**src/logic/wwdt_cfg.svh**
```systemverilog
// Offsets, field positions, reset values and timing counts of the watchdog.
`ifndef WWDT_CFG_SVH
`define WWDT_CFG_SVH
`define WWDT_CR_OFF     4'h0
`define WWDT_MR_OFF     4'h4
`define WWDT_SR_OFF     4'h8
`define WWDT_MR_RST     32'h3FFF2FFF
`define WWDT_KEY        8'hA5
`define WWDT_KEY_HI     31
`define WWDT_KEY_LO     24
`define WWDT_RSTT_BIT   0
`define WWDT_WDV_HI     11
`define WWDT_WDV_LO     0
`define WWDT_FIEN_BIT   12
`define WWDT_RSTEN_BIT  13
`define WWDT_RPROC_BIT  14
`define WWDT_DIS_BIT    15
`define WWDT_WDD_HI     27
`define WWDT_WDD_LO     16
`define WWDT_DBGH_BIT   28
`define WWDT_IDLH_BIT   29
`define WWDT_UNF_BIT    0
`define WWDT_ERR_BIT    1
`define WWDT_PRESC_DIV  128
`define WWDT_PRESC_W    7
`define WWDT_RESP_OKAY  2'h0
`define WWDT_RESP_SLV   2'h2
`endif

```
**src/logic/wwdt_pkg.sv**
```systemverilog
// Types shared by the watchdog modules.
`include "wwdt_cfg.svh"
package wwdt_pkg;
    typedef logic [31:0] wwdt_word_t;
    typedef logic [3:0]  wwdt_addr_t;
    typedef logic [11:0] wwdt_cnt_t;

    typedef struct packed {
        logic [`WWDT_PRESC_W-1:0] cnt;
        logic                     tick;
    } wwdt_presc_s;

    typedef struct packed {
        logic [29:0] mode;
        logic        mode_done;
        wwdt_cnt_t   cnt;
        logic        unf;
        logic        err;
        logic        fault;
        logic        irq;
        logic        proc_req;
        logic        all_req;
        logic        aw_hold;
        wwdt_addr_t  aw_addr;
        logic        w_hold;
        wwdt_word_t  w_data;
        logic [3:0]  w_strb;
        logic        awready;
        logic        wready;
        logic        bvalid;
        logic [1:0]  bresp;
        logic        arready;
        logic        rvalid;
        logic [1:0]  rresp;
        wwdt_word_t  rdata;
    } wwdt_state_s;
endpackage

```
**src/logic/wwdt_presc.sv**
```systemverilog
// Slow-clock prescaler that gives one tick per PRESC_DIV slow-clock enables.
`timescale 1ns/1ns
`include "wwdt_cfg.svh"
module wwdt_presc #(
    parameter int PRESC_DIV = `WWDT_PRESC_DIV
) (
    input  wire logic core_clk,
    input  wire logic rst,
    input  wire logic clr,
    input  wire logic slow_en,
    output logic      tick
);
    import wwdt_pkg::*;

    localparam logic [`WWDT_PRESC_W-1:0] LAST = (`WWDT_PRESC_W)'(PRESC_DIV - 1);

    wwdt_presc_s s_reg;
    wwdt_presc_s s_next;

    // A clear wins over a slow enable so that a restart starts a full period.
    always_comb begin
        s_next = s_reg;
        s_next.tick = 1'b0;
        if (clr) begin
            s_next.cnt = '0;
        end else if (slow_en) begin
            if (s_reg.cnt == LAST) begin
                s_next.cnt  = '0;
                s_next.tick = 1'b1;
            end else begin
                s_next.cnt = s_reg.cnt + 1'b1;
            end
        end
    end

    always_ff @(posedge core_clk) begin
        if (rst) begin
            s_reg <= '0;
        end else begin
            s_reg <= s_next;
        end
    end

    assign tick = s_reg.tick;
endmodule // wwdt_presc

```
**src/logic/wwdt_top.sv**
```systemverilog
// Windowed watchdog timer with its AXI4-Lite register slave.
//
// The AXI4-Lite register port was chosen for this implementation.
`timescale 1ns/1ns
`include "wwdt_cfg.svh"
module wwdt_top #(
    parameter int PRESC_DIV = `WWDT_PRESC_DIV
) (
    input  wire logic             core_clk,
    input  wire logic             rst,
    input  wire logic             slow_clk_en,
    input  wire logic             debug_state,
    input  wire logic             idle_mode,
    input  wire wwdt_pkg::wwdt_addr_t s_axi_awaddr,
    input  wire logic             s_axi_awvalid,
    output logic                  s_axi_awready,
    input  wire wwdt_pkg::wwdt_word_t s_axi_wdata,
    input  wire logic [3:0]       s_axi_wstrb,
    input  wire logic             s_axi_wvalid,
    output logic                  s_axi_wready,
    output logic [1:0]            s_axi_bresp,
    output logic                  s_axi_bvalid,
    input  wire logic             s_axi_bready,
    input  wire wwdt_pkg::wwdt_addr_t s_axi_araddr,
    input  wire logic             s_axi_arvalid,
    output logic                  s_axi_arready,
    output wwdt_pkg::wwdt_word_t  s_axi_rdata,
    output logic [1:0]            s_axi_rresp,
    output logic                  s_axi_rvalid,
    input  wire logic             s_axi_rready,
    output logic                  wdt_fault,
    output logic                  fault_irq,
    output logic                  proc_reset_req,
    output logic                  all_reset_req
);
    import wwdt_pkg::*;

    localparam wwdt_word_t MR_RST = `WWDT_MR_RST;

    wwdt_state_s s_reg;
    wwdt_state_s s_next;
    wwdt_state_s rst_val;

    logic       presc_tick;
    logic       presc_clr;
    logic       wr_go;
    logic       wr_mapped;
    logic       mw_ok;
    logic       cr_key_ok;
    logic       cr_bad;
    logic       rstt_req;
    logic       win_bad;
    logic       restart_ok;
    logic       err_ev;
    logic       unf_ev;
    logic       running;
    logic       ar_go;
    logic       sr_rd;
    wwdt_word_t mode_full;
    wwdt_word_t mode_wr;
    wwdt_cnt_t  counter_reload_value;
    wwdt_cnt_t  restart_window_limit;

    // The prescaler restarts on a configuration write or a good restart, not on an underflow reload, so a restart gives a whole tick period.
    wwdt_presc #(
        .PRESC_DIV (PRESC_DIV)
    ) u_presc (
        .core_clk (core_clk),
        .rst      (rst),
        .clr      (presc_clr),
        .slow_en  (slow_clk_en),
        .tick     (presc_tick)
    );

    // Reset image: configuration defaults, counter full and running, ready to accept.
    always_comb begin
        rst_val          = '0;
        rst_val.mode     = MR_RST[29:0];
        rst_val.cnt      = MR_RST[`WWDT_WDV_HI:`WWDT_WDV_LO];
        rst_val.awready  = 1'b1;
        rst_val.wready   = 1'b1;
        rst_val.arready  = 1'b1;
    end

    // Decoded fields of the configuration register.
    assign mode_full = {2'h0, s_reg.mode};
    assign counter_reload_value       = mode_full[`WWDT_WDV_HI:`WWDT_WDV_LO];
    assign restart_window_limit       = mode_full[`WWDT_WDD_HI:`WWDT_WDD_LO];

    // Byte lanes merge into the stored configuration so partial writes keep other bytes.
    always_comb begin
        mode_wr = mode_full;
        for (int i = 0; i < 4; i++) begin
            if (s_reg.w_strb[i]) begin
                mode_wr[i*8 +: 8] = s_reg.w_data[i*8 +: 8];
            end
        end
    end

    // Write decode and the watchdog events that a write causes.
    always_comb begin
        wr_go     = s_reg.aw_hold && s_reg.w_hold && !s_reg.bvalid;
        wr_mapped = (s_reg.aw_addr == `WWDT_CR_OFF) || (s_reg.aw_addr == `WWDT_MR_OFF)
                    || (s_reg.aw_addr == `WWDT_SR_OFF);
        mw_ok     = wr_go && (s_reg.aw_addr == `WWDT_MR_OFF) && !s_reg.mode_done;
        cr_key_ok = wr_go && (s_reg.aw_addr == `WWDT_CR_OFF) && s_reg.w_strb[3]
                    && (s_reg.w_data[`WWDT_KEY_HI:`WWDT_KEY_LO] == `WWDT_KEY);
        cr_bad    = wr_go && (s_reg.aw_addr == `WWDT_CR_OFF) && !cr_key_ok;
        rstt_req  = cr_key_ok && s_reg.w_strb[0] && s_reg.w_data[`WWDT_RSTT_BIT];
        // Above the limit is early; a limit at or above the reload never trips.
        win_bad    = s_reg.cnt > restart_window_limit;
        restart_ok = rstt_req && !win_bad;
        err_ev     = rstt_req && win_bad;
        presc_clr  = mw_ok || restart_ok;
    end

    // Halting keeps the prescaler running; only the count itself is frozen.
    always_comb begin
        running = !mode_full[`WWDT_DIS_BIT]
                  && !(debug_state && mode_full[`WWDT_DBGH_BIT])
                  && !(idle_mode && mode_full[`WWDT_IDLH_BIT]);
        unf_ev  = presc_tick && running && (s_reg.cnt == '0) && !presc_clr;
    end

    // Read decode; the status read is what clears the sticky flags.
    always_comb begin
        ar_go = s_axi_arvalid && s_reg.arready;
        sr_rd = ar_go && (s_axi_araddr == `WWDT_SR_OFF);
    end

    // Next state of the whole block.
    always_comb begin
        s_next = s_reg;

        // Address and data are captured independently, in either order.
        if (s_axi_awvalid && s_reg.awready) begin
            s_next.aw_hold = 1'b1;
            s_next.aw_addr = s_axi_awaddr;
        end
        if (s_axi_wvalid && s_reg.wready) begin
            s_next.w_hold = 1'b1;
            s_next.w_data = s_axi_wdata;
            s_next.w_strb = s_axi_wstrb;
        end
        if (s_reg.bvalid && s_axi_bready) begin
            s_next.bvalid = 1'b0;
        end
        if (s_reg.rvalid && s_axi_rready) begin
            s_next.rvalid = 1'b0;
        end

        // A write completes once both halves are held and no response is pending.
        if (wr_go) begin
            s_next.aw_hold = 1'b0;
            s_next.w_hold  = 1'b0;
            s_next.bvalid  = 1'b1;
            s_next.bresp   = wr_mapped ? `WWDT_RESP_OKAY : `WWDT_RESP_SLV;
        end

        // Later configuration writes are answered OKAY but leave it untouched.
        if (mw_ok) begin
            s_next.mode      = mode_wr[29:0];
            s_next.mode_done = 1'b1;
        end

        // Reloads take priority over a tick landing in the same cycle.
        if (mw_ok) begin
            s_next.cnt = mode_wr[`WWDT_WDV_HI:`WWDT_WDV_LO];
        end else if (restart_ok) begin
            s_next.cnt = counter_reload_value;
        end else if (presc_tick && running) begin
            if (s_reg.cnt == '0) begin
                s_next.cnt = counter_reload_value;
            end else begin
                s_next.cnt = s_reg.cnt - 1'b1;
            end
        end

        // Read channel; reads of the write-only control give zero.
        if (ar_go) begin
            s_next.rvalid = 1'b1;
            s_next.rresp  = `WWDT_RESP_OKAY;
            case (s_axi_araddr)
                `WWDT_CR_OFF: s_next.rdata = '0;
                `WWDT_MR_OFF: s_next.rdata = mode_full;
                `WWDT_SR_OFF: begin
                    s_next.rdata = '0;
                    s_next.rdata[`WWDT_UNF_BIT] = s_reg.unf;
                    s_next.rdata[`WWDT_ERR_BIT] = s_reg.err;
                end
                default: begin
                    s_next.rdata = '0;
                    s_next.rresp = `WWDT_RESP_SLV;
                end
            endcase
        end

        // An event in the cycle of the status read survives it: set wins.
        s_next.unf   = unf_ev || (s_reg.unf && !sr_rd);
        s_next.err   = err_ev || (s_reg.err && !sr_rd);
        s_next.fault = (unf_ev && mode_full[`WWDT_RSTEN_BIT]) || err_ev
                       || (s_reg.fault && !sr_rd);
        s_next.irq   = s_next.mode[`WWDT_FIEN_BIT]
                       && (s_next.unf || s_next.err);
        s_next.proc_req = s_next.fault && s_next.mode[`WWDT_RSTEN_BIT]
                          && s_next.mode[`WWDT_RPROC_BIT];
        s_next.all_req  = s_next.fault && s_next.mode[`WWDT_RSTEN_BIT]
                          && !s_next.mode[`WWDT_RPROC_BIT];

        // Write ready is withheld while a captured half is held; read ready while read data is pending.
        s_next.awready = !s_next.aw_hold;
        s_next.wready  = !s_next.w_hold;
        s_next.arready = !s_next.rvalid;
    end

    // Any reset, including the one this block requests, restores the whole reset image.
    always_ff @(posedge core_clk) begin
        if (rst) begin
            s_reg <= rst_val;
        end else begin
            s_reg <= s_next;
        end
    end

    // All outputs come straight from state flip-flops.
    assign s_axi_awready  = s_reg.awready;
    assign s_axi_wready   = s_reg.wready;
    assign s_axi_bvalid   = s_reg.bvalid;
    assign s_axi_bresp    = s_reg.bresp;
    assign s_axi_arready  = s_reg.arready;
    assign s_axi_rvalid   = s_reg.rvalid;
    assign s_axi_rresp    = s_reg.rresp;
    assign s_axi_rdata    = s_reg.rdata;
    assign wdt_fault      = s_reg.fault;
    assign fault_irq      = s_reg.irq;
    assign proc_reset_req = s_reg.proc_req;
    assign all_reset_req  = s_reg.all_req;

    // Checks on the watchdog behaviour.
    chk_reset_state: assert property (@(posedge core_clk) disable iff (rst)
        $past(rst) |-> (s_reg.cnt == 12'hFFF) && !s_reg.fault
                       && (s_reg.mode == MR_RST[29:0]))
        else $error("Reset state of counter or configuration is wrong.");

    chk_reload_value: assert property (@(posedge core_clk) disable iff (rst)
        mw_ok |=> (s_reg.cnt == counter_reload_value) && s_reg.mode_done)
        else $error("Configuration write did not reload the counter.");

    chk_mode_once: assert property (@(posedge core_clk) disable iff (rst)
        s_reg.mode_done |=> $stable(s_reg.mode))
        else $error("Configuration changed after its first write.");

    chk_key_guard: assert property (@(posedge core_clk) disable iff (rst)
        (cr_bad && !presc_tick && !mw_ok) |=> $stable(s_reg.cnt))
        else $error("Control write with a wrong key had an effect.");

    chk_restart_ok: assert property (@(posedge core_clk) disable iff (rst)
        (rstt_req && (s_reg.cnt <= restart_window_limit)) |=> (s_reg.cnt == counter_reload_value) ##1 !presc_tick)
        else $error("Restart inside the window did not reload.");

    chk_window_err: assert property (@(posedge core_clk) disable iff (rst)
        (rstt_req && (s_reg.cnt > restart_window_limit)) |=> s_reg.err && s_reg.fault)
        else $error("Early restart did not flag an error and fault.");

    chk_unf_flag: assert property (@(posedge core_clk) disable iff (rst)
        unf_ev |=> s_reg.unf && (s_reg.fault || !mode_full[`WWDT_RSTEN_BIT]))
        else $error("Underflow did not set its flag or fault.");

    chk_irq_gate: assert property (@(posedge core_clk) disable iff (rst)
        s_reg.irq == (mode_full[`WWDT_FIEN_BIT] && (s_reg.unf || s_reg.err)))
        else $error("Interrupt does not follow the flags and enable.");

    chk_status_clear: assert property (@(posedge core_clk) disable iff (rst)
        (sr_rd && !unf_ev && !err_ev) |=> !s_reg.unf && !s_reg.err && !s_reg.fault)
        else $error("Status read did not clear flags and fault.");

    chk_halt_freeze: assert property (@(posedge core_clk) disable iff (rst)
        (!running && !presc_clr) |=> $stable(s_reg.cnt))
        else $error("Counter moved while halted or disabled.");

    chk_reset_select: assert property (@(posedge core_clk) disable iff (rst)
        (s_reg.proc_req || s_reg.all_req) |-> s_reg.fault && mode_full[`WWDT_RSTEN_BIT]
            && (s_reg.proc_req == mode_full[`WWDT_RPROC_BIT]))
        else $error("Reset request does not match the select bit.");

    // Counting, holding and request checks; the open window also covers the reset default.
    chk_fault_hold: assert property (@(posedge core_clk) disable iff (rst)
        (s_reg.fault && !sr_rd) |=> s_reg.fault)
        else $error("Fault dropped before a status read or reset.");

    chk_unf_reload: assert property (@(posedge core_clk) disable iff (rst)
        unf_ev |=> (s_reg.cnt == counter_reload_value))
        else $error("Underflow did not reload the counter.");

    chk_tick_only: assert property (@(posedge core_clk) disable iff (rst)
        (!presc_tick && !presc_clr) |=> $stable(s_reg.cnt))
        else $error("Counter moved without a prescaler tick or reload.");

    chk_count_step: assert property (@(posedge core_clk) disable iff (rst)
        (presc_tick && running && !presc_clr && (s_reg.cnt != 12'h000))
            |=> (s_reg.cnt == $past(s_reg.cnt) - 12'h001))
        else $error("Counter did not step down by one on a tick.");

    chk_fault_request: assert property (@(posedge core_clk) disable iff (rst)
        (s_reg.fault && mode_full[`WWDT_RSTEN_BIT])
            |-> (s_reg.proc_req || s_reg.all_req))
        else $error("Enabled fault raised no reset request.");

    chk_window_open: assert property (@(posedge core_clk) disable iff (rst)
        (rstt_req && (restart_window_limit >= counter_reload_value) && (s_reg.cnt <= counter_reload_value)) |=> !$rose(s_reg.err))
        else $error("Restart with an open window raised an error.");

    chk_early_no_reload: assert property (@(posedge core_clk) disable iff (rst)
        (err_ev && !presc_tick) |=> $stable(s_reg.cnt))
        else $error("Early restart reloaded the counter.");

    cov_underflow: cover property (@(posedge core_clk) disable iff (rst) unf_ev);
    cov_window_err: cover property (@(posedge core_clk) disable iff (rst) err_ev);
    cov_restart: cover property (@(posedge core_clk) disable iff (rst) restart_ok);
    cov_flag_read: cover property (@(posedge core_clk) disable iff (rst)
        sr_rd && s_reg.fault);
    cov_halted_tick: cover property (@(posedge core_clk) disable iff (rst)
        presc_tick && !running);
endmodule // wwdt_top

```
**config.mk**
```make
export PLATFORM = sky130hd
export DESIGN_NAME = wwdt_top
export DESIGN_NICKNAME = d
export VERILOG_FILES = /design/src/logic/wwdt_pkg.sv /design/src/logic/wwdt_presc.sv /design/src/logic/wwdt_top.sv
export VERILOG_INCLUDE_DIRS = /design/src /design/src/logic
export SDC_FILE = /design/constraint.sdc
export NUM_CORES = 1
export LEC_CHECK = 0
export BUFFER_PORTS_ARGS = -buffer_cell sky130_fd_sc_hd__buf_2
export CORE_MARGIN = 1.5
export CORE_UTILIZATION = 55
export CTS_CLUSTER_SIZE = 20
export DETAILED_ROUTE_END_ITERATION = 16
export GPL_ROUTABILITY_DRIVEN = 0
export PLACE_DENSITY = 0.83
export SLEW_MARGIN = 5
export SYNTH_ARGS = -nofsm -noshare
export SYNTH_HDL_FRONTEND = slang
export SYNTH_SLANG_ARGS = --single-unit
```
**constraint.sdc**
```tcl
create_clock -name core_clk -period 5.3 [get_ports core_clk]
set_clock_uncertainty 0.1 [all_clocks]
set_input_delay 0.53 -clock core_clk [delete_from_list [all_inputs] [get_ports core_clk]]
set_output_delay 0.53 -clock core_clk [all_outputs]
set_load 0.1 [all_outputs]
```
==> metrics <==
run status finished clean; Synth async-reset ratio 0%; Root Buffer sky130_fd_sc_hd__clkbuf_8; core box area around 10000 µm²; fraction of layout cells with a size suffix above 1 19.58%; Critical Path RT ~5.6 ns; series of cell instances along the critical path inv_1 -> ha_1 -> nor2b_1 -> o211ai_1 -> a211oi_1 -> o31a_2 -> o211ai_2 -> o21ai_1 -> a221o_1; worst reg2reg path endpoint s_reg[94]; largest driver fanout on the critical path 14; warnings from Yosys 0; first drt pass iteration count 7; design internal power between 1.5 and 2 mW; number of flops mapped to enable cells by yosys 0; Reg power frac 44.0%; Post-CTS Setup Bufs 0; accumulated negative setup slack 0 ns; most common cell in the synthesized netlist sky130_fd_sc_hd__dfxtp_1; number of instances in the synthesized netlist around 700; initial standard-cell utilization of the core 57.28%; pin count of the biggest net entering global routing 83; Synth top area share roughly 45%; setup repair after global routing missed its margin no; Synth area leader sky130_fd_sc_hd__dfxtp_1; number of remaining DRC errors 0; Worst slew margin between 10% and 20%; clock-pin slew on the worst setup and hold paths about 0.060 ns; cell total after placement roughly 870; CTS hold repair buffers 0; Die Span Y around 110 µm; crit path DAT between 3 and 4 ns; remaining antenna violation count after routing 0; GRT Resource Usage Total 25.87%; Final min period 2.950 ns; reg2reg path depth 9; Largest stage delay, worst path between 0.5 and 0.6 ns; total number of vias about 5200; sequential area share after synthesis a little under half; type of the worst setup path reg -> reg; maximum ir drop on the vdd rail around 0.22 mV; mux contribution to synthesized area around 1.7%; Post-Synth XOR/XNOR Area 1.754%; Top FF cell, synth sky130_fd_sc_hd__dfxtp_1; proportion of total power due to net switching between 20% and 30%; top cells by count, synth sky130_fd_sc_hd__dfxtp_1, sky130_fd_sc_hd__nand2_1, sky130_fd_sc_hd__a21oi_1, sky130_fd_sc_hd__nor2_1, sky130_fd_sc_hd__buf_4; total I/O pin count between 90 and 100; post-synthesis share of cell area spent on full adders, half adders and majority gates about 3.1%; Setup violations, final 0; setup slack on the worst flop-to-flop path approximately 2.4 ns; post-layout total power approximately 2.4 mW; Final Hold Fails 0; most area-consuming cells after synthesis sky130_fd_sc_hd__dfxtp_1, sky130_fd_sc_hd__nand2_1, sky130_fd_sc_hd__a21oi_1; number of nets at the end of the flow 817; sum of overflow across all layers after global routing 0; total inserted antenna cells 0; path type of the worst min-delay path in -> reg; mean cell area of the mapped netlist 8.537 µm²; number of flip-flops and latches in the synthesized netlist ~140; cell row count 37; last element of the critical path s_reg[94]; post-cts repair resize count 0; start point of the critical path mode_full[17]; P per Cell Area 356.4 nW/µm²; final clock period utilization by the worst path roughly 56%; static leakage between 2 and 3 nW; cell at the slowest stage of the critical path sky130_fd_sc_hd__o211ai_2; maximum achievable frequency ~340 MHz; number of buffers on the longest clock path 2; number of standard cells in the final layout excluding fillers 897; routed vias/inst 5.823; wire length of the first global-routing pass around 23 mm; crit end category flop; CTS tree yes; final-report max-slew violation count 0; Final Util 65.59%; combinational family with the most area after synthesis simple AND/OR/NAND/NOR gates; fin area just under 7000 µm²; Reg-to-Reg Start mode_full[17]; cell family contributing the most delay on the critical path compound AO/OA/AOI/OAI gates; distinct cell type count after synthesis 63; vias in the first global route about 5000; antenna violations before repair 0; crit path launch type flop; Switching Power a little over 0.6 mW; post-synthesis share of cell area spent on and, or, nand and nor gates between 20% and 30%; die extent in x 107.4 µm; netlist area before placement around 6000 µm²; TritonCTS sink count 136; source-to-sink clock delay at the later pin of the worst-skew pair between 0.5 and 0.6 ns; cell area after placement 6266 µm²; DRC violation total after the first TritonRoute iteration 480; per-cell routed wire length ~16 µm; Worst Path Buf+Inv 1; number of flip-flops under the largest register name 57; clock power share approximately half; number of clock buffers inserted by TritonCTS 17; CTS H-Tree Depth 4; Port Buf Inserts 94; logic depth of the worst path, buffers included 9; part of the total power dissipated in combinational logic 7.6%; total length of routed wires about 15 mm; pin slew with the least headroom to its limit around 1.2 ns; HPWL after DPL around 10 mm; share of the synthesized area in compound gates (AO/OA/AOI/OAI) roughly 18%; maximum capacitance violations 0; Die Area roughly 12000 µm²; area growth from synthesis to layout 14.51%
power groups by stage:
stage,combinational [mW],clock (mW),sequential [mW]
after floorplan,0.130,0,1.11
after global placement,0.181,0,1.10
after detailed placement,0.185,0,1.10
after CTS,0.186,1.19,1.08
after global routing,0.202,1.24,1.08
final,0.186,1.18,1.08
worst min path at each step:
| stage | cells past startpoint | start | endpoint |
|---|---|---|---|
| 2_1_floorplan | 2 | s_reg[49] | counter_reload_value[4] |
| 3_3_place_gp | 2 | s_reg[76] | s_reg[76] |
| 3_5_place_dp | 2 | s_reg[43] | s_reg[43] |
| 4_1_cts | 3 | s_axi_wdata[4] | s_reg[49] |
| 5_1_grt | 3 | s_axi_wdata[18] | s_reg[63] |
| 6_report | 3 | s_axi_wdata[29] | s_reg[74] |
cells by family (layout without fill, tap and decap cells):
kind of cell               after synthesis  count (layout)
and+or+nand+nor                        282             282
AOI/OAI and AO/OA                      156             156
DFF                                    136             136
buffers and inverters                   91             147
adders and majority gates               15              15
xor gates and xnor gates                12              12
muxes                                    9               9
other                                    1               4
final cells by class:
cell class	count	area, µm²
tap	136	170.2
clock inverter	14	168.9
inverter	18	67.56
clock buffer	18	427.9
timing repair buffer	97	495.5
sequential	136	2723
fill	864	3600
multi-input combinational	478	2810
worst min-delay path, stage by stage:
cell,delay (ns)
sky130_fd_sc_hd__buf_2,0.10
sky130_fd_sc_hd__nand2_1,0.05
sky130_fd_sc_hd__a21oi_1,0.05
metrics by stage:
step | hold slack [ns] | setup slack, ns
2_1_floorplan | 0.3283 | 2.608
3_3_place_gp | 0.3418 | 2.343
3_5_place_dp | 0.3425 | 2.269
4_1_cts | 0.1394 | 2.371
5_1_grt | 0.1336 | 2.214
6_report | 0.1510 | 2.350
per-layer routing:
metal / track usage [%] / vias to the layer above / share of wire, %
met4: 8.553 / 0 / 1.6
met1: 33.98 / 2456 / 44
li1: - / 2495 / -
met3: 5.872 / 31 / 7.0
met2: 42.08 / 241 / 47
met5: 0 / - / 0
cells in the final DEF, fill, tap and decap left out, types with 4 or more instances in the layout:
cell                        netlist  routed
sky130_fd_sc_hd__dfxtp_1        136     136
sky130_fd_sc_hd__nand2_1        121     121
sky130_fd_sc_hd__buf_2            5      93
sky130_fd_sc_hd__nor2_1          64      64
sky130_fd_sc_hd__a21oi_1         64      64
sky130_fd_sc_hd__a22oi_1         32      32
sky130_fd_sc_hd__inv_1           18      18
sky130_fd_sc_hd__nor3_1          17      17
sky130_fd_sc_hd__nand3_1         17      17
sky130_fd_sc_hd__clkbuf_16        0      16
sky130_fd_sc_hd__a211o_1         15      15
sky130_fd_sc_hd__ha_1            15      15
sky130_fd_sc_hd__and3_1           8       8
sky130_fd_sc_hd__xor2_1           8       8
sky130_fd_sc_hd__a31oi_1          7       7
sky130_fd_sc_hd__nand2b_1         7       7
sky130_fd_sc_hd__nand3b_1         6       6
sky130_fd_sc_hd__and2_1           6       6
sky130_fd_sc_hd__nand4_1          6       6
sky130_fd_sc_hd__a21boi_0         6       6
sky130_fd_sc_hd__or3_1            5       5
sky130_fd_sc_hd__nor3b_1          6       5
sky130_fd_sc_hd__o31ai_1          5       5
sky130_fd_sc_hd__mux2i_1          5       5
sky130_fd_sc_hd__xnor2_1          4       4
sky130_fd_sc_hd__conb_1           1       4
sky130_fd_sc_hd__clkinv_2         0       4
sky130_fd_sc_hd__inv_6            0       4
sky130_fd_sc_hd__buf_4           36       4
Power figures use the tool's default switching activity.
